## config.mk

```make
export PLATFORM = sky130hd
export DESIGN_NAME = adc_conversion_sequencer
export DESIGN_NICKNAME = d
export VERILOG_FILES = /design/src/hw/adc_seq_pkg.sv /design/src/hw/adc_conversion_sequencer.sv /design/src/hw/conv_timer.sv
export SDC_FILE = /design/constraint.sdc
export NUM_CORES = 1
export LEC_CHECK = 0
export BUFFER_PORTS_ARGS = -buffer_cell sky130_fd_sc_hd__clkbuf_2
export CAP_MARGIN = 0
export CORE_ASPECT_RATIO = 0.8
export CORE_MARGIN = 1
export CORE_UTILIZATION = 35
export CTS_CLUSTER_DIAMETER = 80
export DETAILED_ROUTE_END_ITERATION = 8
export PLACE_DENSITY = 0.55
export RECOVER_POWER = 25
export SYNTH_ARGS = -nofsm -noshare
export SYNTH_HDL_FRONTEND = slang
export SYNTH_SLANG_ARGS = --single-unit
```

## constraint.sdc

```tcl
create_clock -name clk -period 3.96 [get_ports clk]
set_input_delay 0.792 -clock clk [delete_from_list [all_inputs] [get_ports clk]]
set_output_delay 0.792 -clock clk [all_outputs]
set_load 0.02 [all_outputs]
```

## src/hw/adc_seq_pkg.sv

```systemverilog
/*
 * Shared constants and types of the conversion sequencer: register offsets,
 * field positions, reset values, mode codes, conversion lengths, states and
 * the structs that carry the register port and the analog core controls.
 * Assumes the system clock is the converter clock, so lengths are in cycles.
 */
package adc_seq_pkg;

    localparam int ADDR_W  = 8;
    localparam int DATA_W  = 8;
    localparam int CODE_W  = 10;
    localparam int TIMER_W = 11;

    // Register offsets
    localparam logic [7:0] CTRL_ONE_ADDR = 8'h1e;
    localparam logic [7:0] CTRL_TWO_ADDR = 8'h1f;
    localparam logic [7:0] RES_HIGH_ADDR = 8'h20;
    localparam logic [7:0] RES_LOW_ADDR  = 8'h21;

    // Field positions of conv_control_one
    localparam int START_BIT = 7;
    localparam int MODE_LSB  = 5;
    localparam int MODE_W    = 2;
    localparam int INDIS_BIT = 4;
    localparam int CH_LSB    = 0;
    localparam int CH_W      = 4;
    localparam int CH_RSV    = 3;

    // Field positions of conv_control_two
    localparam int REF_ON_BIT = 5;
    localparam int TIME_LSB   = 1;
    localparam int TIME_W     = 3;
    localparam logic [7:0] CTRL_TWO_MASK = 8'h3f;

    // Field positions of result_low_status_reg
    localparam int DONE_BIT = 5;
    localparam int BUSY_BIT = 4;
    localparam int LOW_LSB  = 6;

    // Reset values
    localparam logic [7:0]  CTRL_ONE_RST = 8'h00;
    localparam logic [7:0]  CTRL_TWO_RST = 8'h00;
    localparam logic [9:0]  RESULT_RST   = 10'h000;

    // Mode codes
    localparam logic [1:0] MODE_OFF    = 2'h0;
    localparam logic [1:0] MODE_SINGLE = 2'h1;
    localparam logic [1:0] MODE_REPEAT = 2'h3;

    // Conversion lengths in converter clock periods
    localparam logic [10:0] CONV_CYC_39   = 11'h027;
    localparam logic [10:0] CONV_CYC_78   = 11'h04e;
    localparam logic [10:0] CONV_CYC_156  = 11'h09c;
    localparam logic [10:0] CONV_CYC_312  = 11'h138;
    localparam logic [10:0] CONV_CYC_624  = 11'h270;
    localparam logic [10:0] CONV_CYC_1248 = 11'h4e0;

    typedef enum logic [1:0] {
        ST_IDLE = 2'b01,
        ST_CONV = 2'b10
    } seq_state_t;

    typedef struct packed {
        logic [7:0] addr;
        logic [7:0] wdata;
        logic       we;
        logic       re;
    } reg_req_t;

    typedef struct packed {
        logic [3:0] channel;
        logic       input_disable;
        logic       sample_active;
        logic       reference_connect;
    } core_ctrl_t;

    // Reserved time codes fall back to the longest, safest length
    function automatic logic [10:0] conv_cycles(input logic [2:0] sel);
        case (sel)
            3'h0:    return CONV_CYC_39;
            3'h2:    return CONV_CYC_78;
            3'h3:    return CONV_CYC_156;
            3'h4:    return CONV_CYC_312;
            3'h5:    return CONV_CYC_624;
            default: return CONV_CYC_1248;
        endcase
    endfunction

endpackage

```

## src/hw/adc_conversion_sequencer.sv

```systemverilog
/*
 * Control sequencer of a 10-bit successive-approximation converter:
 * two control registers, two result registers, single and repeat modes,
 * done and busy flags, a done pulse and standby handling.
 * Assumes the analog core holds conv_code steady near the end of a
 * conversion, and that standby is driven by the power controller on clk.
 */
// Overview of operation
// - Mode single plus start write begins converting the selected channel.
// - At conversion end store result, set done flag, pulse done interrupt together.
// - Start bit clears itself once conversion begins; reads back as zero.
// - Mode repeat plus start write begins repeated conversions of selected channel.
// - In repeat mode each completed conversion starts the next automatically.
// - Writing mode disable aborts at once without storing the partial result.
// - Reading the high result clears the done flag.
// - New start clears done flag but keeps old result until completion.
// - Standby entry aborts, initialises both control registers, clears the result.
// - After standby the sequencer stays idle until software starts again.
// - In standby the reference connection is opened.
// - Each conversion yields an unsigned 10-bit code.
// - Channel codes with the top bit set are reserved.
// - Busy rises at start, falls at a single-mode finish, and clears on standby entry.
// - High result holds bits 9..2; low holds bits 1..0, done, busy.
`timescale 1ns/100ps
module adc_conversion_sequencer #(
    parameter int CODE_W = adc_seq_pkg::CODE_W
) (
    input  wire logic                   clk,
    input  wire logic                   reset,
    input  wire adc_seq_pkg::reg_req_t  req,
    output logic [7:0]                  rdata,
    input  wire logic                   standby,
    input  wire logic [CODE_W-1:0]      conv_code,
    output adc_seq_pkg::core_ctrl_t     core_ctrl,
    output logic                        conv_done_irq
);

    adc_seq_pkg::seq_state_t state_q;
    adc_seq_pkg::seq_state_t state_d;
    adc_seq_pkg::core_ctrl_t core_q;

    logic [7:0]        ctrl1_q;
    logic [7:0]        ctrl2_q;
    logic [CODE_W-1:0] result_q;
    logic [CODE_W-1:0] code_meta_q;
    logic [CODE_W-1:0] code_sync_q;
    logic              done_q;
    logic              irq_q;
    logic [7:0]        rdata_q;
    logic [10:0]       conv_cycles_q;
    logic [10:0]       span_q;

    logic       wr_c1;
    logic       wr_c2;
    logic       rd_high;
    logic [1:0] wr_mode;
    logic [1:0] mode_q;
    logic       wr_mode_ok;
    logic       go;
    logic       abort;
    logic       complete;
    logic       expired;
    logic       repeat_now;
    logic       busy;
    logic       timer_load;
    logic [10:0] sel_cycles;

    // Standby blocks every write: registers sit at their initial values
    assign wr_c1   = req.we && (req.addr == adc_seq_pkg::CTRL_ONE_ADDR) && !standby;
    assign wr_c2   = req.we && (req.addr == adc_seq_pkg::CTRL_TWO_ADDR) && !standby;
    assign rd_high = req.re && (req.addr == adc_seq_pkg::RES_HIGH_ADDR);
    assign wr_mode = req.wdata[adc_seq_pkg::MODE_LSB +: adc_seq_pkg::MODE_W];
    assign mode_q  = ctrl1_q[adc_seq_pkg::MODE_LSB +: adc_seq_pkg::MODE_W];
    assign wr_mode_ok = (wr_mode == adc_seq_pkg::MODE_SINGLE) ||
                        (wr_mode == adc_seq_pkg::MODE_REPEAT);
    assign busy       = (state_q == adc_seq_pkg::ST_CONV);
    assign repeat_now = (mode_q == adc_seq_pkg::MODE_REPEAT);
    assign sel_cycles = adc_seq_pkg::conv_cycles(
                            ctrl2_q[adc_seq_pkg::TIME_LSB +: adc_seq_pkg::TIME_W]);

    // A start written with a reserved channel is dropped
    assign go = wr_c1 && req.wdata[adc_seq_pkg::START_BIT] && wr_mode_ok &&
                !req.wdata[adc_seq_pkg::CH_RSV];

    // Mode 10 is not a run mode, so it stops the converter like 00
    assign abort = standby || (wr_c1 && !wr_mode_ok);

    // A restart discards the running conversion rather than storing it
    assign complete   = expired && busy && !abort && !go;
    assign timer_load = go || (complete && repeat_now);

    conv_timer #(
        .WIDTH (adc_seq_pkg::TIMER_W)
    ) u_timer (
        .clk      (clk),
        .reset    (reset),
        .load     (timer_load),
        .load_val (sel_cycles - 11'h001),
        .run      (busy),
        .expired  (expired)
    );

    always_comb begin
        state_d = state_q;
        case (state_q)
            adc_seq_pkg::ST_IDLE: begin
                if (go) begin
                    state_d = adc_seq_pkg::ST_CONV;
                end
            end
            adc_seq_pkg::ST_CONV: begin
                if (abort) begin
                    state_d = adc_seq_pkg::ST_IDLE;
                end else if (complete && !repeat_now) begin
                    state_d = adc_seq_pkg::ST_IDLE;
                end
            end
            default: begin
                state_d = adc_seq_pkg::ST_IDLE;
            end
        endcase
        if (standby) begin
            state_d = adc_seq_pkg::ST_IDLE;
        end
    end

    always_ff @(posedge clk) begin
        if (reset) begin
            state_q <= adc_seq_pkg::ST_IDLE;
        end else begin
            state_q <= state_d;
        end
    end

    // Start bit is never stored, so it always reads back as zero
    always_ff @(posedge clk) begin
        if (reset || standby) begin
            ctrl1_q <= adc_seq_pkg::CTRL_ONE_RST;
        end else if (wr_c1) begin
            ctrl1_q <= req.wdata & ~(8'h01 << adc_seq_pkg::START_BIT);
        end
    end

    always_ff @(posedge clk) begin
        if (reset || standby) begin
            ctrl2_q <= adc_seq_pkg::CTRL_TWO_RST;
        end else if (wr_c2) begin
            ctrl2_q <= req.wdata & adc_seq_pkg::CTRL_TWO_MASK;
        end
    end

    // The core output is asynchronous to us; two stages before use
    always_ff @(posedge clk) begin
        if (reset) begin
            code_meta_q <= '0;
            code_sync_q <= '0;
        end else begin
            code_meta_q <= conv_code;
            code_sync_q <= code_meta_q;
        end
    end

    always_ff @(posedge clk) begin
        if (reset || standby) begin
            result_q <= adc_seq_pkg::RESULT_RST;
        end else if (complete) begin
            result_q <= code_sync_q;
        end
    end

    // Completion beats a same-cycle read, so no finished result goes unseen
    always_ff @(posedge clk) begin
        if (reset || standby) begin
            done_q <= 1'b0;
        end else if (complete) begin
            done_q <= 1'b1;
        end else if (go || rd_high) begin
            done_q <= 1'b0;
        end
    end

    always_ff @(posedge clk) begin
        if (reset) begin
            irq_q <= 1'b0;
        end else begin
            irq_q <= complete;
        end
    end

    always_ff @(posedge clk) begin
        if (reset) begin
            conv_cycles_q <= adc_seq_pkg::CONV_CYC_1248;
        end else if (timer_load) begin
            conv_cycles_q <= sel_cycles;
        end
    end

    always_ff @(posedge clk) begin
        if (reset || standby) begin
            core_q <= '0;
        end else begin
            core_q.channel           <= ctrl1_q[adc_seq_pkg::CH_LSB +: adc_seq_pkg::CH_W];
            core_q.input_disable     <= ctrl1_q[adc_seq_pkg::INDIS_BIT];
            core_q.sample_active     <= (state_d == adc_seq_pkg::ST_CONV);
            core_q.reference_connect <= ctrl2_q[adc_seq_pkg::REF_ON_BIT];
        end
    end

    always_ff @(posedge clk) begin
        if (reset) begin
            rdata_q <= 8'h00;
        end else if (req.re) begin
            case (req.addr)
                adc_seq_pkg::CTRL_ONE_ADDR: rdata_q <= ctrl1_q;
                adc_seq_pkg::CTRL_TWO_ADDR: rdata_q <= ctrl2_q;
                adc_seq_pkg::RES_HIGH_ADDR: rdata_q <= result_q[CODE_W-1 -: 8];
                adc_seq_pkg::RES_LOW_ADDR: begin
                    rdata_q <= {result_q[1:0], done_q, busy, 4'h0};
                end
                default: rdata_q <= 8'h00;
            endcase
        end
    end

    assign rdata         = rdata_q;
    assign core_ctrl     = core_q;
    assign conv_done_irq = irq_q;

    // Busy cycles of the running conversion, read only by a check below
    always_ff @(posedge clk) begin
        if (reset || go || complete || !busy) begin
            span_q <= 11'h000;
        end else begin
            span_q <= span_q + 11'h001;
        end
    end

    chk_single_start: assert property (
        @(posedge clk) disable iff (reset)
        (go && (wr_mode == adc_seq_pkg::MODE_SINGLE)) |=> busy ##1
        (core_q.channel == $past(req.wdata[3:0], 2)))
    else $error("single start did not begin conversion of the channel");

    chk_done_with_result: assert property (
        @(posedge clk) disable iff (reset)
        irq_q |-> (done_q && (result_q == $past(code_sync_q))))
    else $error("done pulse without done flag and stored result");

    chk_start_reads_zero: assert property (
        @(posedge clk) disable iff (reset)
        (req.re && (req.addr == adc_seq_pkg::CTRL_ONE_ADDR)) |=>
        (rdata_q[adc_seq_pkg::START_BIT] == 1'b0))
    else $error("start bit read back as one");

    chk_repeat_continue: assert property (
        @(posedge clk) disable iff (reset)
        irq_q |-> (busy == ($past(mode_q) == adc_seq_pkg::MODE_REPEAT)))
    else $error("repeat mode did not restart, or single mode did");

    chk_disable_abort: assert property (
        @(posedge clk) disable iff (reset)
        (wr_c1 && (wr_mode == adc_seq_pkg::MODE_OFF)) |=>
        (!busy && !irq_q && (result_q == $past(result_q))))
    else $error("disable did not abort cleanly");

    chk_read_clears_done: assert property (
        @(posedge clk) disable iff (reset)
        (rd_high && !complete) |=> !done_q)
    else $error("reading the result left done set");

    chk_restart_keeps: assert property (
        @(posedge clk) disable iff (reset)
        go |=> (!done_q && (result_q == $past(result_q))))
    else $error("restart changed result or kept done");

    chk_standby_init: assert property (
        @(posedge clk) disable iff (reset)
        standby |=> ((ctrl1_q == adc_seq_pkg::CTRL_ONE_RST) &&
                     (ctrl2_q == adc_seq_pkg::CTRL_TWO_RST) &&
                     (result_q == adc_seq_pkg::RESULT_RST) && !busy && !done_q))
    else $error("standby did not initialise the converter");

    chk_idle_after_standby: assert property (
        @(posedge clk) disable iff (reset)
        ($past(standby) && !standby) |-> (!busy && !core_q.sample_active))
    else $error("converter active right after standby");

    chk_reference_open: assert property (
        @(posedge clk) disable iff (reset)
        standby |=> !core_q.reference_connect)
    else $error("reference still connected in standby");

    chk_reserved_channel: assert property (
        @(posedge clk) disable iff (reset)
        (wr_c1 && !busy && req.wdata[adc_seq_pkg::CH_RSV]) |=> !busy)
    else $error("conversion began on a reserved channel");

    chk_conv_length: assert property (
        @(posedge clk) disable iff (reset)
        complete |-> (span_q == (conv_cycles_q - 11'h001)))
    else $error("conversion length differs from selected count");

    chk_busy_on_start: assert property (
        @(posedge clk) disable iff (reset)
        go |=> (busy && core_q.sample_active))
    else $error("start did not raise busy");

    chk_busy_on_finish: assert property (
        @(posedge clk) disable iff (reset)
        (complete && !repeat_now) |=>
        (!busy && !core_q.sample_active && irq_q && done_q))
    else $error("single conversion end left busy set");

    chk_irq_single_pulse: assert property (
        @(posedge clk) disable iff (reset)
        irq_q |-> ($past(busy) ##1 !irq_q))
    else $error("done pulse too long or without a conversion");

    chk_result_holds: assert property (
        @(posedge clk) disable iff (reset)
        (!complete && !standby) |=> (result_q == $past(result_q)))
    else $error("result changed without a finished conversion");

    chk_done_holds: assert property (
        @(posedge clk) disable iff (reset)
        (done_q && !rd_high && !go && !standby) |=> done_q)
    else $error("done flag dropped without a read or a start");

    // Deliberately not disabled by reset: it checks what reset leaves behind
    chk_reset_idle: assert property (
        @(posedge clk)
        reset |=> (!busy && !done_q && !irq_q &&
                   (ctrl1_q == adc_seq_pkg::CTRL_ONE_RST)))
    else $error("reset did not leave the converter idle");

    chk_sample_is_busy: assert property (
        @(posedge clk) disable iff (reset)
        core_q.sample_active == busy)
    else $error("core sample control differs from busy flag");

endmodule

```

## src/hw/conv_timer.sv

```systemverilog
/*
 * Down counter that times one conversion: loaded with length minus one,
 * it flags expiry in the last cycle of the conversion.
 * Assumes load and run come from logic on the same clock.
 */
`timescale 1ns/100ps
module conv_timer #(
    parameter int WIDTH = 11
) (
    input  wire logic             clk,
    input  wire logic             reset,
    input  wire logic             load,
    input  wire logic [WIDTH-1:0] load_val,
    input  wire logic             run,
    output logic                  expired
);

    logic [WIDTH-1:0] cnt_q;

    assign expired = run && (cnt_q == '0);

    always_ff @(posedge clk) begin
        if (reset) begin
            cnt_q <= '0;
        end else if (load) begin
            cnt_q <= load_val;
        end else if (run && (cnt_q != '0)) begin
            cnt_q <= cnt_q - WIDTH'(1);
        end
    end

endmodule

```

After elaboration in Yosys (flattened, before gate mapping)
Cells that the tools add are included.
{ "totals": {"regBits": 73, "input_bits": 31, "out_inout_bits": 16} }
{ "op_classes": {"addsub": 2, "eq_ne": 14, "mux": 11, "n_reduce_logical": 32} }
{ "op_table": {"columns": ["operator", "count"], "rows": [
  ["$pmux 11 s5", 1],
  ["$pmux 8 s4", 1],
  ["$mux 11", 2],
  ["$sub 11x1->11 const B", 2],
  ["$eq 8x5->1 const B", 2],
  ["$eq 8x6->1 const B", 2],
  ["$logic_and 1x1->1", 16],
  ["$logic_not 11->1", 1],
  ["$reduce_bool 11->1", 1],
  ["$eq 2x2->1 const B", 4],
  ["$mux 2", 4],
  ["$eq 3x2->1 const B", 2],
  ["$eq 3x3->1 const B", 2],
  ["$logic_not 1->1", 6],
  ["$logic_or 1x1->1", 5],
  ["$eq 2x1->1 const B", 2],
  ["$pmux 2 s2", 1],
  ["$reduce_bool 2->1", 2],
  ["$logic_not 3->1", 1],
  ["$mux 1", 2]
]} }

Longest topological paths before layout
{ "depth": {"word_depth": 14, "mapped_depth": 14, "mapped_depth_nobuf": 13} }

By module
Synthesis repeated with hierarchy kept, for this count alone.
{ "hier_totals": {"hier_cells": 326, "area_unflattened_um2": 3139.3} }
{ "by_module_without_submodules": {"columns": ["module", "n_inst", "cells_per_inst", "area_each_um2", "seq_area_each_um2"], "rows": [
  ["adc_conversion_sequencer", 1, 246, 2433.6, 1241.2],
  ["conv_timer", 1, 80, 705.7, 220.2]
]} }

Least setup slack after synthesis
OpenSTA, ideal clock, no wires.
{ "synth_timing": {"path_kind": "in2reg", "startpoint": "in req[10] (netlist bit)", "endpoint": "reg u_timer.cnt_q[10]", "setup_time_ns": 0.071, "t_arrival_ns": 3.218, "setup_slack_ns": 0.671, "cell_stages": 13, "path_buffers": 2, "path_cell_list": "buf_2 > nor3b_1 > and3_1 > a2bb2oi_2 > buf_2 > nor3_1 > a21oi_1 > ha_1 > nand4bb_1 > or4_1 > o21ai_1 > nand2_1 > a21oi_1"} }
{ "synth_between": {"elab_chain_cells": 11, "elab_cells_between_ends": 16} }
{ "synth_rtl": {"columns": ["element", "line_no", "text"], "rows": [
  ["from (decl)", "adc_conversion_sequencer.sv:30", "input wire adc_seq_pkg::reg_req_t req,"],
  ["$eq 8x5->1 *", "adc_conversion_sequencer.sv:69", "assign wr_c1 = req.we && (req.addr == adc_seq_pkg::CTRL_ONE_ADDR) && !standby;"],
  ["$logic_and 1x1->1 * (2 in a row)", "adc_conversion_sequencer.sv:69", null],
  ["$logic_and 1x1->1 (on tied branches)", "adc_conversion_sequencer.sv:86, adc_conversion_sequencer.sv:82", null],
  ["$logic_or 1x1->1 / $logic_and 1x1->1 (equally long branches)", "adc_conversion_sequencer.sv:86, adc_conversion_sequencer.sv:82", null],
  ["$logic_not 1->1 / $logic_and 1x1->1 (equally long branches)", "adc_conversion_sequencer.sv:89, adc_conversion_sequencer.sv:82", null],
  ["$logic_and 1x1->1 / $logic_not 1->1 (equally long branches)", "adc_conversion_sequencer.sv:89", "assign complete = expired && busy && !abort && !go;"],
  ["$logic_and 1x1->1", "adc_conversion_sequencer.sv:89", null],
  ["$logic_and 1x1->1", "adc_conversion_sequencer.sv:90", "assign timer_load = go || (complete && repeat_now);"],
  ["$logic_or 1x1->1 *", "adc_conversion_sequencer.sv:90", null],
  ["$mux 11 / $reduce_bool 2->1 (equally long branches)", null, null],
  ["to (signal assigned)", "conv_timer.sv:26", "cnt_q <= load_val;"],
  ["to (signal assigned)", "conv_timer.sv:28", "cnt_q <= cnt_q - WIDTH'(1);"],
  ["to (decl)", "conv_timer.sv:18", "logic [WIDTH-1:0] cnt_q;"]
]} }
Every way passes the cells marked *; elsewhere a longest branch is shown, timed or not.
A chain may end at the register's enable or synchronous reset.

Worst setup path after layout
{ "layout_timing": {"startpoint": "in req[16] (netlist bit)", "endpoint": "reg u_timer.cnt_q[10]"} }
Same word-level chain as after synthesis.

==> run_results.csv <==
group,metric,value,unit
status,outcome,"finished, violations left",
status,violations,"max-capacitance violations, max-slew violations",
synth,synth_top_area_cell,"dfxtp_1",
placement,dp_hpwl,5140,um
cells_and_area,area_delta_synth_final,18.7,%
synth,syn_nets,360,
route,drc,0,
synth,yosysSeqAreaShare,0.461,
power,p_comb_frac,0.033,
route,firstDrtPassIters,5,
synth,syn_area_per_cell,9.73,sq um
floorplan,io_pins,47,
power,leakagePower,0.00152,uW
route,vias_per_cell,5.24,
hold_path,min_delay_path_depth,1,
synth,netlist_instances,326,
cells_and_area,antennaDiodeCount,0,
cts,numCtsBuffers,9,
critical_path,crit_top_cell,"a21oi_1",
route,wl_per_cell,14.7,um
timing,final-hold-violation-count,0,
timing,setup_viol,0,
critical_path,crit_chain,"clkbuf_2 > and4bb_1 > and3_1 > a2bb2oi_2 > nor3_1 > a21oi_1 > ha_1 > nand4bb_1 > or4_1 > o21ai_1 > nand2_1 > a21oi_1",
placement,portBuffers,46,
global_routing,grt_pass1_wl,11900,um
power,seqPwrFrac,0.473,
route,drt_iter0_drc,150,
power,irDropWorstVdd,0.179,mV
critical_path,crit_slowest_cell,"or4_1",
floorplan,start_util,0.367,
timing,min_period,3.23,ns
cts,cts_root_buf,"clkbuf_16",
floorplan,die_h,87.1,um
hold_path,hp-start,"code_meta_q[7]",
synth,synthTopCellsByCount,"73 x dfxtp_1, 26 x nor2_1, 23 x mux2i_1",
route,ant_nets,0,
cts,postCtsSetupBuffers,0,
critical_path,r2r-start,"u_timer.cnt_q[4]",
critical_path,cp-end-kind,"register",
cts,cts_resized,0,
cts,clkTransAtPathRegs,0.06,ns
timing,maxSlewViolCount,39,
critical_path,cp.arrival,3.47,ns
cells_and_area,layout.nets,402,
synth,synth_area_leaders,"dfxtp_1 46%, mux2i_1 7.3%, nor2b_1 3.9%, nor2_1 3.1%, a21oi_1 2.8%",
hold_path,min_path_type,"reg2reg",
critical_path,cp_data_required_time,4.19,ns
timing,tightestPinTransition,1.78,ns
cells_and_area,instances_no_fill,483,
power,clockPowerShare,0.494,
job,cap_viol_max_count,1,
global_routing,antenna_found_initial,0,
timing,setup_tns,0,ns
global_routing,first_global_vias,2272,
power,power_density,420,nW/um^2
synth,yosys_warnings,0,
floorplan,std_cell_rows,30,
cts,clock_sinks,73,
global_routing,grt_max_degree,39,
synth,async_flop_share,0,
synth,synth_top_area_share,0.461,
placement,dp.cells,469,
critical_path,cp_slowest_stage_delay,0.53,ns
cts,clockBufferDepth,2,
power,netSwitchingPower,316,uW
hold_path,min_to,"code_sync_q[7]",
timing,rsz0062_at_grt,"false",
global_routing,grt-ovfl-total,0,
power,internal_power,1260,uW
timing,finalCritPeriodShare,0.817,
route,wl,7080,um
cts,cts_tree,"done",
floorplan,core_area,8630,sq um
timing,slew_headroom,-0.184,
timing,fmax,309,MHz
synth,ys_types,62,
power,power_switching_share,0.200,
cts,insertion_delay,0.33,ns
cells_and_area,drive_above_1_share,0.210,
floorplan,die-area,9450,sq um
synth,ys_seq_elements,73,
critical_path,reg2reg_depth,10,
critical_path,timing.rr.end,"u_timer.cnt_q[10]",
synth,netlist_area,3170,sq um
timing,timing.hold.ws,0.433,ns
synth,synth_edf_count,0,
cts,cts_max_level,3,
floorplan,die_w,108,um
cts,ctsHoldBuffers,0,
synth,yosysMostFrequentCell,"dfxtp_1",
global_routing,grtUsageTotal,0.167,
critical_path,path_max_fanout,8,
critical_path,r2r_slack,0.87,ns
placement,gp_congestion,0.872,
critical_path,worstSetupPathType,"in2reg",
synth,synthFlopType,"dfxtp_1",
timing,clock_skew,0.00813,ns
critical_path,critPathLaunchType,"primary input",
route,via_count,2531,
## logic make-up after synthesis
group,share of synthesized area
XOR/XNOR,0.0110
buffers and inverters,0.0422
AND/OR/NAND/NOR,0.229
adder cells (fa/ha/maj),0.0118
flip-flops,0.461
AO/OA/AOI/OAI,0.169
multiplexers,0.0761
## per-stage QoR
step	total power [uW]	utilization	instance area, sq um	worst slack (ns)
6_report	1580	0.436	3760	0.727
5_1_grt	1640	0.436	3760	0.478
4_1_cts	1600	0.436	3770	0.773
3_5_place_dp	815	0.403	3480	0.423
3_3_place_gp	814	0.403	3480	0.546
2_1_floorplan	788	-	3170	0.671
## placed cells by master, fill, tap and decap left out, types with 3 or more instances in the layout
master | netlist | routed
a211oi_1 | 3 | 3
a21oi_1 | 18 | 18
a22o_1 | 7 | 7
a22oi_1 | 7 | 7
and2_1 | 9 | 9
and3_1 | 4 | 4
buf_4 | 1 | 6
clkbuf_1 | 12 | 4
clkbuf_16 | 0 | 9
clkbuf_2 | 0 | 43
dfxtp_1 | 73 | 73
ha_1 | 3 | 3
inv_1 | 6 | 6
mux2i_1 | 23 | 23
nand2_1 | 15 | 15
nand3_1 | 7 | 7
nand4_1 | 4 | 4
nor2_1 | 26 | 26
nor2b_1 | 20 | 20
nor3_1 | 6 | 6
o21ai_0 | 11 | 11
o2bb2ai_1 | 4 | 4
or3_1 | 3 | 3
or4_1 | 3 | 3
## layout make-up
cell class                      instances  area [sq um]
Fill cell                             842          4870
Multi-Input combinational cell        226          1580
Sequential cell                        73          1460
Timing Repair Buffer                   52           272
Clock buffer                           11           243
Tap cell                              112           140
Clock inverter                          3          42.5
Inverter                                6          22.5
## worst max path at each step
stage               slack [ns]  cells past startpoint  startpoint           endpoint
floorplan                 0.67                     13     req[10]  u_timer.cnt_q[10]
global placement          0.55                     12     req[16]  u_timer.cnt_q[10]
detailed placement        0.42                     12     req[16]  u_timer.cnt_q[10]
CTS                       0.77                     12     req[16]  u_timer.cnt_q[10]
global route              0.48                     12      req[7]  u_timer.cnt_q[10]
finish                    0.73                     12     req[16]  u_timer.cnt_q[10]
## routing by layer
layer | GRT usage | part of all wire
met1 | 0.245 | 0.53
met2 | 0.232 | 0.40
met3 | 0.0531 | 0.059
met4 | 0.0442 | 0.0083
met5 | 0 | 0
## worst max-delay path, delay by kind of cell
family / cells / cell delay (ns)
AO/OA/AOI/OAI: 4 / 0.72
adder cells (fa/ha/maj): 1 / 0.29
buffers and inverters: 1 / 0.09
AND/OR/NAND/NOR: 6 / 1.57
## power by group through the flow
stage | Sequential, uW | Combinational [uW] | Clock [uW]
2_1_floorplan | 761 | 26.7 | 0
3_3_place_gp | 762 | 52.4 | 0
3_5_place_dp | 762 | 52.7 | 0
4_1_cts | 746 | 52.9 | 796
5_1_grt | 747 | 59.0 | 833
6_report | 746 | 52.4 | 780
## registers in the layout (all words and copies together) (netlist names)
register / flops
code_sync_q: 10
result_q: 10
state_q: 2
u_timer.cnt_q: 11
code_meta_q: 10
ctrl2_q: 6
conv_done_irq: 1
ctrl1_q: 7
core_ctrl: 7
rdata: 8
done_q: 1
No activity file was read; power rests on OpenSTA's default activity.
